**src/rtl/sram_ctrl_pkg.sv**
```systemverilog
// Functional notes
// The memory writes only while chip select and write strobe overlap low.
// Strobe falling with or before chip select keeps memory outputs off.
// Controller never drives the data bus while the memory drives it.
// Memory holds old read data at least 10 ns after address change.
// Read data valid within 55 or 70 ns of chip select low.
// Read data valid within 25 or 35 ns of output enable low.
// Memory releases the bus within 20 or 25 ns of chip select high.
// Memory starts driving no sooner than 10 ns after chip select low.
// Memory releases the bus within 20 or 25 ns of output enable high.
// Memory starts driving no sooner than 5 ns after output enable low.
// Address stable at least 50 or 60 ns before write strobe rises.
// Chip select low at least 50 or 60 ns before a write ends.
// Memory releases the bus within 20 or 25 ns of write strobe low.
// Memory starts driving no sooner than 5 ns after write strobe high.
// Chip select goes high no later than supply drop into retention.
// Wait at least 5 ms after retention ends before any access.
// Chip select held deasserted throughout data retention.
// With select low and strobe high, memory drives only while output enable low.
// Space accesses by cycle time; keep write strobe low the minimum width.
// Write data set up before window end and held until it closes.
package sram_ctrl_pkg;

    localparam int CLK_PERIOD_NS = 25;
    localparam int ADDR_W        = 19;
    localparam int DATA_W        = 8;
    localparam int SYNC_STAGES   = 3;

    // Timing figures, fast grade then slow grade
    localparam int T_ACC_S_FAST_NS   = 55;
    localparam int T_ACC_S_SLOW_NS   = 70;
    localparam int T_ACC_OE_FAST_NS  = 25;
    localparam int T_ACC_OE_SLOW_NS  = 35;
    localparam int T_DIS_FAST_NS     = 20;
    localparam int T_DIS_SLOW_NS     = 25;
    localparam int T_SU_S_FAST_NS    = 50;
    localparam int T_SU_S_SLOW_NS    = 60;
    localparam int T_SU_AWH_FAST_NS  = 50;
    localparam int T_SU_AWH_SLOW_NS  = 60;
    localparam int T_WP_FAST_NS      = 40;
    localparam int T_WP_SLOW_NS      = 50;
    localparam int T_CYC_FAST_NS     = 55;
    localparam int T_CYC_SLOW_NS     = 70;
    localparam int RETENTION_ENTRY_SETUP_NS = 0;
    localparam int RETENTION_EXIT_WAIT_MS   = 5;

    function automatic int max2(input int a, input int b);
        return (a > b) ? a : b;
    endfunction : max2

    // Least times round up, longest round down; never below one cycle
    function automatic int cyc_min(input int ns);
        return max2((ns + CLK_PERIOD_NS - 1) / CLK_PERIOD_NS, 1);
    endfunction : cyc_min

    function automatic int cyc_max(input int ns);
        return max2(ns / CLK_PERIOD_NS, 1);
    endfunction : cyc_max

    // Read: worst access, then the pin synchroniser and its agree stage
    localparam int READ_CYC_FAST = cyc_min(max2(T_ACC_S_FAST_NS, T_ACC_OE_FAST_NS))
                                   + SYNC_STAGES + 1;
    localparam int READ_CYC_SLOW = cyc_min(max2(T_ACC_S_SLOW_NS, T_ACC_OE_SLOW_NS))
                                   + SYNC_STAGES + 1;
    // Write strobe low time; the closing cycle adds one more to the cycle time
    localparam int WE_CYC_FAST = max2(max2(cyc_min(T_SU_S_FAST_NS), cyc_min(T_SU_AWH_FAST_NS)),
                                      max2(cyc_min(T_WP_FAST_NS), cyc_min(T_CYC_FAST_NS) - 1));
    localparam int WE_CYC_SLOW = max2(max2(cyc_min(T_SU_S_SLOW_NS), cyc_min(T_SU_AWH_SLOW_NS)),
                                      max2(cyc_min(T_WP_SLOW_NS), cyc_min(T_CYC_SLOW_NS) - 1));
    localparam int TURN_CYC_FAST = cyc_max(T_DIS_FAST_NS);
    localparam int TURN_CYC_SLOW = cyc_max(T_DIS_SLOW_NS);
    localparam int RETENTION_EXIT_WAIT_CYC =
        RETENTION_EXIT_WAIT_MS * 1000000 / CLK_PERIOD_NS;

    localparam int CNT_W = 18;

    localparam logic [DATA_W-1:0] DQ_RESET   = 8'h00;
    localparam logic [ADDR_W-1:0] ADDR_RESET = 19'h00000;

    typedef enum logic [2:0] {
        st_idle,
        st_read,
        st_turn,
        st_write,
        st_wend,
        st_retain,
        st_recover
    } state_type;

endpackage : sram_ctrl_pkg

```
**src/rtl/sram_ctrl.sv**
```systemverilog
`timescale 1ns/1ps
`default_nettype none
module sram_ctrl #(
    parameter bit SLOW_GRADE      = 1'b0,
    parameter int RECOVERY_CYCLES = sram_ctrl_pkg::RETENTION_EXIT_WAIT_CYC
) (
    input  wire logic                              clk_sys,
    input  wire logic                              rst,
    input  wire logic                              req_valid,
    input  wire logic                              req_write,
    input  wire logic [sram_ctrl_pkg::ADDR_W-1:0]  req_addr,
    input  wire logic [sram_ctrl_pkg::DATA_W-1:0]  req_wdata,
    output logic                                   req_ready,
    output logic                                   rsp_valid,
    output logic      [sram_ctrl_pkg::DATA_W-1:0]  rsp_rdata,
    input  wire logic                              retention_req,
    output logic                                   retention_ack,
    output logic      [sram_ctrl_pkg::ADDR_W-1:0]  sram_addr,
    output logic                                   sram_cs_n,
    output logic                                   sram_we_n,
    output logic                                   sram_oe_n,
    input  wire logic [sram_ctrl_pkg::DATA_W-1:0]  sram_dq_i,
    output logic      [sram_ctrl_pkg::DATA_W-1:0]  sram_dq_o,
    output logic                                   sram_dq_oe
);

    localparam int CW = sram_ctrl_pkg::CNT_W;
    localparam logic [CW-1:0] READ_LOAD = CW'((SLOW_GRADE ? sram_ctrl_pkg::READ_CYC_SLOW
                                                          : sram_ctrl_pkg::READ_CYC_FAST) - 1);
    localparam logic [CW-1:0] WE_LOAD   = CW'((SLOW_GRADE ? sram_ctrl_pkg::WE_CYC_SLOW
                                                          : sram_ctrl_pkg::WE_CYC_FAST) - 1);
    localparam logic [CW-1:0] TURN_LOAD = CW'((SLOW_GRADE ? sram_ctrl_pkg::TURN_CYC_SLOW
                                                          : sram_ctrl_pkg::TURN_CYC_FAST) - 1);
    localparam logic [CW-1:0] REC_LOAD  = CW'(RECOVERY_CYCLES - 1);

    sram_ctrl_pkg::state_type             state_ff;
    sram_ctrl_pkg::state_type             nxt_state;
    logic [CW-1:0]                        cnt_ff;
    logic [CW-1:0]                        nxt_cnt;
    logic [sram_ctrl_pkg::DATA_W-1:0]     dq_s1_ff;
    logic [sram_ctrl_pkg::DATA_W-1:0]     dq_s2_ff;
    logic [sram_ctrl_pkg::DATA_W-1:0]     dq_s3_ff;
    logic [sram_ctrl_pkg::DATA_W-1:0]     dq_stable_ff;
    logic                                 ret_s1_ff;
    logic                                 ret_s2_ff;
    logic                                 ret_s3_ff;
    logic                                 ret_stable_ff;
    logic                                 req_ready_ff;
    logic                                 rsp_valid_ff;
    logic [sram_ctrl_pkg::DATA_W-1:0]     rsp_rdata_ff;
    logic                                 retention_ack_ff;
    logic [sram_ctrl_pkg::ADDR_W-1:0]     addr_ff;
    logic                                 cs_n_ff;
    logic                                 we_n_ff;
    logic                                 oe_n_ff;
    logic [sram_ctrl_pkg::DATA_W-1:0]     dq_o_ff;
    logic                                 dq_oe_ff;

    // Taken only from idle, once ready has already been shown
    wire       accept    = (state_ff == sram_ctrl_pkg::st_idle) && req_valid && req_ready_ff;
    wire       cnt_done  = (cnt_ff == '0);
    // Parks at zero, so a stray extra cycle never wraps the count
    wire [CW-1:0] cnt_dec = cnt_done ? cnt_ff : cnt_ff - CW'(1);
    wire       read_done = (state_ff == sram_ctrl_pkg::st_read) && cnt_done;

    // Select low only inside an access, so retention and idle keep it high
    wire nxt_cs_n  = !((nxt_state == sram_ctrl_pkg::st_read) ||
                       (nxt_state == sram_ctrl_pkg::st_write));
    // Strobe falls on the same edge as select, keeping the memory off the bus
    wire nxt_we_n  = (nxt_state != sram_ctrl_pkg::st_write);
    wire nxt_oe_n  = (nxt_state != sram_ctrl_pkg::st_read);
    // Drive only during writes; reads end with a release gap first
    wire nxt_dq_oe = (nxt_state == sram_ctrl_pkg::st_write) ||
                     (nxt_state == sram_ctrl_pkg::st_wend);
    wire nxt_ready = (nxt_state == sram_ctrl_pkg::st_idle) && !accept;
    // Acknowledge follows the next state, so it rises on the same edge that retention is entered
    wire nxt_ack   = (nxt_state == sram_ctrl_pkg::st_retain);

    always_comb begin
        nxt_state = state_ff;
        nxt_cnt   = cnt_dec;
        case (state_ff)
            sram_ctrl_pkg::st_idle: begin
                // Retention only from idle or recovery, so an access in flight always completes
                if (accept) begin
                    nxt_state = req_write ? sram_ctrl_pkg::st_write : sram_ctrl_pkg::st_read;
                    nxt_cnt   = req_write ? WE_LOAD : READ_LOAD;
                end else if (ret_stable_ff) begin
                    nxt_state = sram_ctrl_pkg::st_retain;
                end
            end
            sram_ctrl_pkg::st_read: begin
                // Pins hold the read pattern until the synchronised byte is in
                if (cnt_done) begin
                    nxt_state = sram_ctrl_pkg::st_turn;
                    nxt_cnt   = TURN_LOAD;
                end
            end
            sram_ctrl_pkg::st_turn: begin
                if (cnt_done) begin
                    nxt_state = sram_ctrl_pkg::st_idle;
                end
            end
            sram_ctrl_pkg::st_write: begin
                if (cnt_done) begin
                    nxt_state = sram_ctrl_pkg::st_wend;
                end
            end
            sram_ctrl_pkg::st_wend: begin
                // Select and strobe already high; data stays one cycle for hold
                nxt_state = sram_ctrl_pkg::st_idle;
            end
            sram_ctrl_pkg::st_retain: begin
                if (!ret_stable_ff) begin
                    nxt_state = sram_ctrl_pkg::st_recover;
                    nxt_cnt   = REC_LOAD;
                end
            end
            sram_ctrl_pkg::st_recover: begin
                // A fresh drop of supply restarts the whole wait
                if (ret_stable_ff) begin
                    nxt_state = sram_ctrl_pkg::st_retain;
                end else if (cnt_done) begin
                    nxt_state = sram_ctrl_pkg::st_idle;
                end
            end
            default: begin
                // Unused encodings fall back to idle
                nxt_state = sram_ctrl_pkg::st_idle;
                nxt_cnt   = '0;
            end
        endcase
    end

    // Three stages; a change counts only once the last two agree
    always_ff @(posedge clk_sys or posedge rst) begin
        if (rst) begin
            dq_s1_ff      <= sram_ctrl_pkg::DQ_RESET;
            dq_s2_ff      <= sram_ctrl_pkg::DQ_RESET;
            dq_s3_ff      <= sram_ctrl_pkg::DQ_RESET;
            dq_stable_ff  <= sram_ctrl_pkg::DQ_RESET;
            ret_s1_ff     <= 1'b0;
            ret_s2_ff     <= 1'b0;
            ret_s3_ff     <= 1'b0;
            ret_stable_ff <= 1'b0;
        end else begin
            dq_s1_ff  <= sram_dq_i;
            dq_s2_ff  <= dq_s1_ff;
            dq_s3_ff  <= dq_s2_ff;
            ret_s1_ff <= retention_req;
            ret_s2_ff <= ret_s1_ff;
            ret_s3_ff <= ret_s2_ff;
            if (dq_s2_ff == dq_s3_ff) begin
                dq_stable_ff <= dq_s3_ff;
            end
            if (ret_s2_ff == ret_s3_ff) begin
                ret_stable_ff <= ret_s3_ff;
            end
        end
    end

    always_ff @(posedge clk_sys or posedge rst) begin
        if (rst) begin
            state_ff <= sram_ctrl_pkg::st_idle;
            cnt_ff   <= '0;
        end else begin
            state_ff <= nxt_state;
            cnt_ff   <= nxt_cnt;
        end
    end

    always_ff @(posedge clk_sys or posedge rst) begin
        if (rst) begin
            cs_n_ff          <= 1'b1;
            we_n_ff          <= 1'b1;
            oe_n_ff          <= 1'b1;
            dq_oe_ff         <= 1'b0;
            req_ready_ff     <= 1'b0;
            retention_ack_ff <= 1'b0;
        end else begin
            cs_n_ff          <= nxt_cs_n;
            we_n_ff          <= nxt_we_n;
            oe_n_ff          <= nxt_oe_n;
            dq_oe_ff         <= nxt_dq_oe;
            req_ready_ff     <= nxt_ready;
            retention_ack_ff <= nxt_ack;
        end
    end

    // Address and data stay put until the next accepted request
    always_ff @(posedge clk_sys or posedge rst) begin
        if (rst) begin
            addr_ff      <= sram_ctrl_pkg::ADDR_RESET;
            dq_o_ff      <= sram_ctrl_pkg::DQ_RESET;
            rsp_valid_ff <= 1'b0;
            rsp_rdata_ff <= sram_ctrl_pkg::DQ_RESET;
        end else begin
            if (accept) begin
                addr_ff <= req_addr;
                dq_o_ff <= req_wdata;
            end
            rsp_valid_ff <= read_done;
            if (read_done) begin
                rsp_rdata_ff <= dq_stable_ff;
            end
        end
    end

    // Every output straight from a flip-flop, so no glitch reaches the pins
    assign req_ready     = req_ready_ff;
    assign rsp_valid     = rsp_valid_ff;
    assign rsp_rdata     = rsp_rdata_ff;
    assign retention_ack = retention_ack_ff;
    assign sram_addr     = addr_ff;
    assign sram_cs_n     = cs_n_ff;
    assign sram_we_n     = we_n_ff;
    assign sram_oe_n     = oe_n_ff;
    assign sram_dq_o     = dq_o_ff;
    assign sram_dq_oe    = dq_oe_ff;

endmodule : sram_ctrl
`default_nettype wire

```
**config.mk**
```make
export PLATFORM = sky130hd
export DESIGN_NAME = sram_ctrl
export DESIGN_NICKNAME = d
export VERILOG_FILES = /design/src/rtl/sram_ctrl_pkg.sv /design/src/rtl/sram_ctrl.sv
export SDC_FILE = /design/constraint.sdc
export NUM_CORES = 1
export LEC_CHECK = 0
export ABC_AREA = 0
export CAP_MARGIN = 25
export CORE_MARGIN = 4
export CORE_UTILIZATION = 35
export DETAILED_ROUTE_END_ITERATION = 6
export DONT_BUFFER_PORTS = 1
export GPL_ROUTABILITY_DRIVEN = 0
export PLACE_DENSITY_LB_ADDON = 0.05
export SYNTH_ARGS = -nofsm -noshare
export SYNTH_HDL_FRONTEND = slang
export SYNTH_SLANG_ARGS = --single-unit
```
**constraint.sdc**
```tcl
create_clock -name clk_sys -period 4.4 [get_ports clk_sys]
set_input_delay 0.88 -clock clk_sys [delete_from_list [all_inputs] [get_ports clk_sys]]
set_output_delay 0.88 -clock clk_sys [all_outputs]
set_load 0.01 [all_outputs]
```
==> results of run 1 <==
[power groups by stage]
| stage | Clock [mW] | Combinational (mW) | Sequential [mW] |
|---|---|---|---|
| 2_1_floorplan | 0 | 0.0330 | 0.961 |
| 3_3_place_gp | 0 | 0.0417 | 0.965 |
| 3_5_place_dp | 0 | 0.0418 | 0.965 |
| 4_1_cts | 0.849 | 0.0420 | 0.947 |
| 5_1_grt | 0.886 | 0.0469 | 0.950 |
| 6_report | 0.811 | 0.0394 | 0.947 |
[kinds of logic after synthesis]
family / Yosys count / share of synthesized area, %
buffers and inverters: 29 / 2.87
multiplexers: 12 / 3.27
flip-flops: 99 / 61.2
AND/OR/NAND/NOR: 173 / 19.5
adder cells (fa/ha/maj): 4 / 1.17
XOR/XNOR: 16 / 3.45
AO/OA/AOI/OAI: 52 / 8.54
[through the flow]
stage / util (%) / std cells
4_1_cts: 39.7 / 530
3_5_place_dp: 36.9 / 514
6_report: 39.7 / 530
2_1_floorplan: - / 385
5_1_grt: 39.7 / 530
3_3_place_gp: 36.9 / 514
[worst paths after layout]
kind                        startpoint      endpoint  slack (ns)  cells after the start
setup / recovery            cnt_ff[10]     sram_we_n        1.37                      5
hold / removal             dq_s1_ff[2]   dq_s2_ff[2]        0.35                      0
setup reg to reg            cnt_ff[10]     sram_we_n        1.37                      5
hold reg to reg            dq_s1_ff[2]   dq_s2_ff[2]        0.35                      0
max in group asynchronous          rst     sram_oe_n        2.87                      2
min in group asynchronous          rst  sram_addr[0]        0.60                      1
[Yosys cell counts (2+ instances only)]
library cell | count | area share [%]
a2111oi_0 | 3 | 0.65
a211oi_1 | 2 | 0.37
a21oi_1 | 15 | 1.9
a31oi_1 | 6 | 0.93
and2_1 | 2 | 0.31
buf_1 | 4 | 0.37
buf_2 | 3 | 0.37
clkbuf_1 | 10 | 0.93
dfrtp_1 | 96 | 59
dfstp_2 | 3 | 1.9
ha_1 | 3 | 0.93
inv_1 | 11 | 1.0
mux2_2 | 10 | 2.8
mux2i_1 | 2 | 0.49
nand2_1 | 117 | 11
nand3_1 | 6 | 0.74
nand4_1 | 3 | 0.46
nor2_1 | 15 | 1.4
nor3_1 | 3 | 0.37
nor3_2 | 2 | 0.49
nor4_1 | 4 | 0.62
o211ai_1 | 2 | 0.37
o21ai_0 | 9 | 1.1
o22ai_1 | 3 | 0.46
o31ai_1 | 2 | 0.37
or3_1 | 5 | 0.77
or4_1 | 7 | 1.3
xnor2_1 | 13 | 2.8
xor2_1 | 3 | 0.65
[metal layers]
| layer | global-route usage, % | up-vias |
|---|---|---|
| met3 | 5.95 | 4 |
| met2 | 22.0 | 82 |
| li1 | - | 1294 |
| met5 | 0 | - |
| met1 | 17.5 | 1299 |
| met4 | 5.03 | 0 |
[layout by cell type (no fill, tap or decap), drive strengths merged, types with 3 or more instances in the layout]
master	count
a2111oi	3
nor2	16
inv	13
buf	4
o22ai	3
nand4	4
dfstp	3
nand2	117
dfrtp	96
ha	3
mux2	10
clkbuf	9
xnor2	13
o21ai	9
nor4	4
a31oi	7
a21oi	16
xor2	3
nor3	5
or3	5
or4	8
clkinv	3
nand3	6
[flip-flops by register name, summed over array words and instances, names as in the netlist, 3 cells and up]
register      cells
sram_addr        19
cnt_ff           18
dq_s1_ff          8
dq_s2_ff          8
dq_s3_ff          8
dq_stable_ff      8
rsp_rdata         8
sram_dq_o         8
state_ff          3
[cell type report]
cell class / instances / area [um2]
clock buffers: 9 / 225
clock inverters: 7 / 87.6
fillers: 1103 / 6860
inverters: 11 / 43.8
multi-input cells: 257 / 1470
flip-flops and latches: 99 / 2480
well taps: 143 / 179
repair buffers: 4 / 30.0
[worst max-delay path: stages, from the launching register on]
cell and delay, ns:
dfrtp_1 0.43, or4_1 0.65, or3_1 0.60, nor3_2 0.74
nor4bb_1 0.20, or2_2 0.34
==> impl_metrics.csv, run 1 <==
group,metric,value,unit
outcome,outcome,"complete, no violations",
routing,wl_met3,690,um
placed_design,portBuffers,0,
floorplanning,die_width,116,um
routing,wl_met1,3.58,mm
power_and_ir_drop,p_clk_share,45.1,%
routing,wl_per_cell,16.3,um
critical_path,worstSetupStartpointType,"flip-flop",
sta,period_share,68.8,%
synth,synth-async-reset-ratio,100,%
flow_run,timing.max_cap.violations,0,
floorplanning,core,11400,um2
floorplanning,start_util,35.7,%
critical_path,critPathMaxFanout,11,
routing,ant_nets,0,
placed_design,place_area,4200,um2
grt,grt_overflow_total,0,
clocking,hold_buffers,0,
grt,track_usage,14.0,%
synth,synth_seq_cells,99,
sta,fin_ws,1.37,ns
critical_path,critPathKind,"flip-flop to flip-flop",
power_and_ir_drop,swShare,22.0,%
sta,relSlewSlack,41.9,%
synth,synth_flop_cell,"dfrtp_1",
finish,final_nets,425,
sta,holdWs,0.348,ns
routing,vias_per_cell,5.05,
finish,final_area,4510,um2
placed_design,dp_hpwl,5.80,mm
floorplanning,io_pins,82,
sta,rsz0062_at_grt,"no",
routing,wl_met2,4.29,mm
critical_path,crit_required,4.67,ns
finish,antenna_cells,0,
power_and_ir_drop,switchingPower,0.396,mW
clocking,clock_sinks,99,
routing,drtPass1Iterations,4,
clocking,cts_setup_buffers,0,
power_and_ir_drop,p_seq_share,52.7,%
power_and_ir_drop,p_leak,2.06,nW
sta,tightest_slew,0.871,ns
sta,finalCriticalPeriod,3.03,ns
sta,fin_tns_setup,0,ns
grt,grt_pass1_wl,14.3,mm
clocking,ctsLongestPathBuffers,2,
synth,avgSynthCellArea,10.5,um2
power_and_ir_drop,p_int,1.40,mW
clocking,clk-insertion-delay-late,0.34,ns
synth,yosysUniqueCellTypes,50,
power_and_ir_drop,fin_total_pwr,1.80,mW
grt,grt_pass1_vias,2715,
clocking,root_buffer,"clkbuf_16",
finish,area_growth,11.2,%
synth,synth.yosys.seq_area_share,61.2,%
clocking,clk_pin_slew_worst_paths,0.07,ns
clocking,cts_tree,"yes",
clocking,ctsResizeCount,0,
power_and_ir_drop,powerDensity,398,nW/um2
placed_design,pre_cts_ws,1.37,ns
synth,synth_warnings,0,
grt,antenna_found_initial,0,
sta,hold_viol,0,
routing,via_count,2679,
routing,drc,0,
routing,drt_iter0_markers,192,
floorplanning,die_h,116,um
min_path,min_path_type,"flip-flop to flip-flop",
finish,drive_gt1_share,11.9,%
clocking,cts_buffers,9,
sta,fmax,330,MHz
grt,grt_max_degree,73,
critical_path,worst_setup_path_end_kind,"flip-flop",
power_and_ir_drop,pwr-share-comb,2.2,%
synth,syn-num-nets,428,
synth,synth_edf_count,0,
floorplanning,die_area,13400,um2
sta,skew,0.00496,ns
routing,dr.max_layer_used,"met4",
sta,finalSetupViolCount,0,
synth,syn_inst,385,
clocking,h-tree-depth,3,
synth,synth_area,4060,um2
critical_path,crit_arrival,3.30,ns
floorplanning,num_rows,39,
power_and_ir_drop,ir_drop,0.392,mV
sta,slew_violations,0,
routing,wl,8.64,mm
Note: power is estimated with default switching activity, not from simulation.
==> run 2: changes to the inputs <==
--- a/config.mk
+++ b/config.mk
@@ -5,7 +5,7 @@
 export SDC_FILE = /design/constraint.sdc
 export NUM_CORES = 1
 export LEC_CHECK = 0
-export ABC_AREA = 0
+export ABC_AREA = 1
 export CAP_MARGIN = 25
 export CORE_MARGIN = 4
 export CORE_UTILIZATION = 35
==> constraint.sdc (replaced) <==
create_clock -name clk_sys -period 2.6 [get_ports clk_sys]
set_input_delay 0.52 -clock clk_sys [delete_from_list [all_inputs] [get_ports clk_sys]]
set_output_delay 0.52 -clock clk_sys [all_outputs]
set_load 0.01 [all_outputs]
==> impl_metrics.csv, run 2 <==
group,metric,value,unit
routing,wl_met1,3.82,mm
sta,skew,0.00941,ns
synth,yosys-top-cells-area,"dfrtp_1 57%, nand2_1 14%, inv_1 4.6%",
critical_path,worst_setup_path_end_kind,"flip-flop",
sta,finalSetupViolCount,0,
clocking,clk-insertion-delay-late,0.35,ns
finish,area_growth,11.3,%
clocking,cts_setup_buffers,0,
routing,drt_iter0_markers,176,
critical_path,worstSetupStartpointType,"flip-flop",
synth,synth_seq_cells,99,
synth,synth_area,4240,um2
sta,holdWs,0.103,ns
synth,yosysUniqueCellTypes,38,
sta,hold_viol,0,
critical_path,crit_required,2.87,ns
outcome,outcome,"complete, no violations",
critical_path,rr_startpoint,"state_ff[2]",
synth,synth.top_cell.area_share,56.7,%
sta,fin_tns_setup,0,ns
clocking,cts_tree,"yes",
sta,finalCriticalPeriod,1.96,ns
floorplanning,io_pins,82,
critical_path,r2r_end,"cnt_ff[17]",
synth,synth-async-reset-ratio,100,%
clocking,root_buffer,"clkbuf_16",
finish,post-route-util,40.6,%
synth,synth_top_area_cell,"dfrtp_1",
grt,antenna_found_initial,0,
clocking,h-tree-depth,3,
synth,yosysMostFrequentCell,"nand2_1",
placed_design,portBuffers,0,
finish,n_fill_cell,1175,
grt,grt_pass1_wl,15.1,mm
routing,ant_nets,0,
floorplanning,num_rows,39,
floorplanning,die_area,13900,um2
routing,drtPass1Iterations,4,
synth,synth.yosys.seq_area_share,58.5,%
critical_path,critPathMaxFanout,30,
power_and_ir_drop,p_leak,2.55,nW
floorplanning,die_h,118,um
synth,synth_flop_cell,"dfrtp_1",
sta,tightest_slew,0.919,ns
placed_design,pre_cts_ws,0.606,ns
critical_path,critPathKind,"flip-flop to flip-flop",
sta,period_share,75.2,%
placed_design,dp_hpwl,6.42,mm
clocking,clk_pin_slew_worst_paths,0.07,ns
routing,wl_met2,4.23,mm
floorplanning,start_util,36.5,%
grt,grt_overflow_total,0,
grt,grt_max_degree,31,
finish,antenna_cells,0,
power_and_ir_drop,fin_total_pwr,5.35,mW
routing,wl_met3,601,um
finish,ff_latch_area,2480,um2
critical_path,r2r_setup_slack,0.64,ns
finish,drive_gt1_share,11.1,%
routing,via_count,2899,
critical_path,ff2ff_path_depth,6,
clocking,ctsLongestPathBuffers,2,
routing,vias_per_cell,4.62,
routing,wl,8.78,mm
clocking,cts_buffers,9,
flow_run,timing.max_cap.violations,0,
sta,slew_violations,0,
power_and_ir_drop,powerDensity,1130,nW/um2
finish,final_common_cell,"nand2_1",
floorplanning,core,11600,um2
finish,multi_input_area,1490,um2
critical_path,setup.worst_path.end,"cnt_ff[17]",
synth,syn_inst,474,
clocking,ctsResizeCount,0,
sta,rsz0062_at_grt,"no",
power_and_ir_drop,ir_drop,0.523,mV
routing,dr.max_layer_used,"met4",
clocking,clock_sinks,99,
grt,grt_pass1_vias,2966,
synth,synth_commonest_cells,"161 x nand2_1, 96 x dfrtp_1, 52 x inv_1",
clocking,hold_buffers,0,
routing,wl_per_cell,14.0,um
min_path,min_path_type,"input pin to async pin",
finish,final_nets,523,
synth,synth_edf_count,0,
grt,track_usage,13.6,%
routing,drc,0,
sta,relSlewSlack,38.7,%
sta,fmax,511,MHz
critical_path,crit_arrival,2.23,ns
finish,mostFrequentLayoutCells,"161 x nand2_1, 96 x dfrtp_1, 51 x inv_1",
floorplanning,die_width,118,um
critical_path,crit_path_start,"state_ff[2]",
synth,avgSynthCellArea,8.95,um2
synth,synth_warnings,0,
sta,fin_ws,0.644,ns
synth,syn-num-nets,517,
finish,largest_reg_flops,19,
run 2: changes by cell type after synthesis, sizes merged, moves of 9 or more:
cell   delta
a21oi     -9
nand2    +49
nor2     +29
nand3    +17
mux2     -10
inv      +47
run 2: critical path: stages, from the launching register on:
cell and delay, ns:
dfrtp_1 0.48, nor2_2 0.08, nand2_1 0.14, nor2_2 0.05, inv_1 0.66, o21ai_0 0.29
a21oi_1 0.18
run 2: report_power, final:
group	internal, mW	switching (mW)
clock network	0.676	0.640
registers	1.96	0.437
logic	0.581	1.06
run 2: metrics by stage:
stage	instance area (um2)	cells
floorplan	4240	474
global placement	4420	612
detailed placement	4420	612
CTS	4720	628
global route	4720	628
finish	4720	628
run 2: cell type report:
| cell class | count | share of cell area, % |
|---|---|---|
| sequential | 99 | 52.6 |
| clock buffer | 9 | 4.77 |
| tap | 143 | 3.79 |
| timing repair buffer | 4 | 0.901 |
| clock inverter | 7 | 1.51 |
| inverter | 60 | 4.88 |
| multi-input combinational | 306 | 31.6 |
run 2: how the worst min path moves through the flow:
| stage | end |
|---|---|
| after floorplan | dq_s2_ff[0] |
| after global placement | dq_s2_ff[0] |
| after detailed placement | dq_s2_ff[4] |
| after CTS | rsp_rdata[5] |
| after global routing | rsp_rdata[5] |
| final | rsp_rdata[5] |
run 2: cells by family after synthesis:
family	synth area share, %
AOI/OAI and AO/OA	5.25
xor gates and xnor gates	3.30
and+or+nand+nor	25.5
buffers and inverters	6.34
adders and majority gates	1.12
DFF	58.5
run 2: per-layer routing:
layer | up-vias | track usage (%)
li1 | 1467 | -
met1 | 1365 | 16.8
met2 | 58 | 21.5
met3 | 9 | 5.77
met4 | 0 | 4.40
met5 | - | 0
==> run 3: changes to the inputs <==
==> constraint.sdc (replaced) <==
create_clock -name clk_sys -period 1.8 [get_ports clk_sys]
set_input_delay 0.36 -clock clk_sys [delete_from_list [all_inputs] [get_ports clk_sys]]
set_output_delay 0.36 -clock clk_sys [all_outputs]
set_load 0.01 [all_outputs]
==> impl_metrics.csv, run 3 (synthesis gave the netlist of run 2 again) <==
group,metric,value,unit
outcome,outcome,"complete, no violations",
critical_path,critPathMaxFanout,3,
power_and_ir_drop,fin_total_pwr,8.07,mW
placed_design,portBuffers,0,
floorplanning,start_util,36.5,%
routing,ant_nets,0,
sta,hold_viol,0,
finish,final_nets,540,
routing,drt_iter0_markers,126,
clocking,ctsLongestPathBuffers,2,
power_and_ir_drop,ir_drop,0.771,mV
finish,post-route-util,42.2,%
sta,skew,0.00465,ns
routing,via_count,2960,
power_and_ir_drop,powerDensity,1650,nW/um2
clocking,cts_buffers,9,
floorplanning,core,11600,um2
flow_run,timing.max_cap.violations,0,
finish,largest_reg_flops,19,
clocking,root_buffer,"clkbuf_16",
min_path,min_path_type,"input pin to flip-flop",
power_and_ir_drop,p_leak,2.63,nW
critical_path,worstSetupStartpointType,"flip-flop",
placed_design,dp_hpwl,6.42,mm
floorplanning,io_pins,82,
grt,grt_max_degree,72,
routing,drtPass1Iterations,7,
floorplanning,die_width,118,um
sta,tightest_slew,0.384,ns
placed_design,pre_cts_ws,0.0366,ns
routing,vias_per_cell,4.59,
sta,slew_violations,0,
finish,mostFrequentLayoutCells,"159 x nand2_1, 96 x dfrtp_1, 50 x inv_1",
sta,finalCriticalPeriod,1.72,ns
finish,fin_cells,645,
grt,track_usage,13.6,%
critical_path,critPathKind,"flip-flop to flip-flop",
floorplanning,num_rows,39,
sta,rsz0062_at_grt,"yes",
sta,finalSetupViolCount,0,
routing,wl_per_cell,13.9,um
floorplanning,die_area,13900,um2
routing,drc,0,
sta,holdWs,0.0313,ns
sta,relSlewSlack,74.4,%
sta,fmax,581,MHz
routing,wl,8.97,mm
critical_path,worst_setup_path_end_kind,"flip-flop",
grt,antenna_found_initial,0,
finish,antenna_cells,0,
grt,grt_pass1_wl,15.1,mm
clocking,cts_tree,"yes",
clocking,h-tree-depth,3,
grt,grt_overflow_total,0,
floorplanning,die_h,118,um
sta,period_share,95.6,%
placed_design,post-place-cells,621,
finish,drive_gt1_share,16.7,%
critical_path,crit_arrival,1.96,ns
grt,grt_pass1_vias,2939,
clocking,clk-insertion-delay-late,0.35,ns
critical_path,crit_required,2.03,ns
sta,fin_ws,0.0790,ns
clocking,clock_sinks,99,
finish,area_growth,15.6,%
finish,final_common_cell,"nand2_1",
clocking,clk_pin_slew_worst_paths,0.07,ns
-- run 3: final timing paths --
kind | slack (ns) | from | to | cells after the start
hold reg to reg | 0.35 | dq_s1_ff[2] | dq_s2_ff[2] | 0
max in group asynchronous | 0.85 | rst | sram_oe_n | 3
setup reg to reg | 0.08 | cnt_ff[1] | cnt_ff[0] | 9
min in group asynchronous | 0.59 | rst | rsp_valid | 3
hold / removal | 0.03 | sram_dq_i[0] | dq_s1_ff[0] | 0
setup / recovery | 0.08 | cnt_ff[1] | cnt_ff[0] | 9
-- run 3: cell type report --
| cell class | instances | area [um2] |
|---|---|---|
| tap | 143 | 179 |
| fill | 1159 | 6710 |
| sequential | 99 | 2480 |
| multi-input combinational | 306 | 1550 |
| timing repair buffer | 20 | 165 |
| inverter | 60 | 234 |
| clock inverter | 7 | 66.3 |
| timing repair inverter | 1 | 5.00 |
| clock buffer | 9 | 225 |
-- run 3: worst max-delay path, stage by stage, from the launching register on --
cell	delay, ns
dfrtp_1	0.41
inv_2	0.07
ha_2	0.19
nand2_1	0.07
nor2_2	0.16
nand3_4	0.11
ha_4	0.28
nor3_1	0.04
a211oi_1	0.22
nand2_1	0.07
-- run 3: timing repair --
action	in CTS	in global routing
setup buffers	0	6
endpoints found under the hold margin	46	0
endpoints found under the setup margin	0	14
hold buffers	1	0
resized for setup	0	15
-- run 3: metrics by stage --
step	instance area, um2	TNS, ns
final	4900	0
after global routing	4900	-0.225
after CTS	4790	0
after detailed placement	4490	0
after global placement	4490	0
after floorplan	4240	0
-- run 3: power breakdown --
part | leakage [nW] | total, mW | switching [mW] | internal (mW)
sequential | 1.24 | 3.45 | 0.624 | 2.83
clock | 0.142 | 1.87 | 0.901 | 0.971
combinational | 1.24 | 2.75 | 1.65 | 1.10
total | 2.63 | 8.07 | 3.17 | 4.90
-- run 3: layer usage --
metal	routed length, um	global-route usage [%]	part of all wire (%)
met5	0	0	0
met4	165	5.49	1.8
met3	587	4.90	6.5
met2	4380	21.5	49
met1	3840	17.0	43
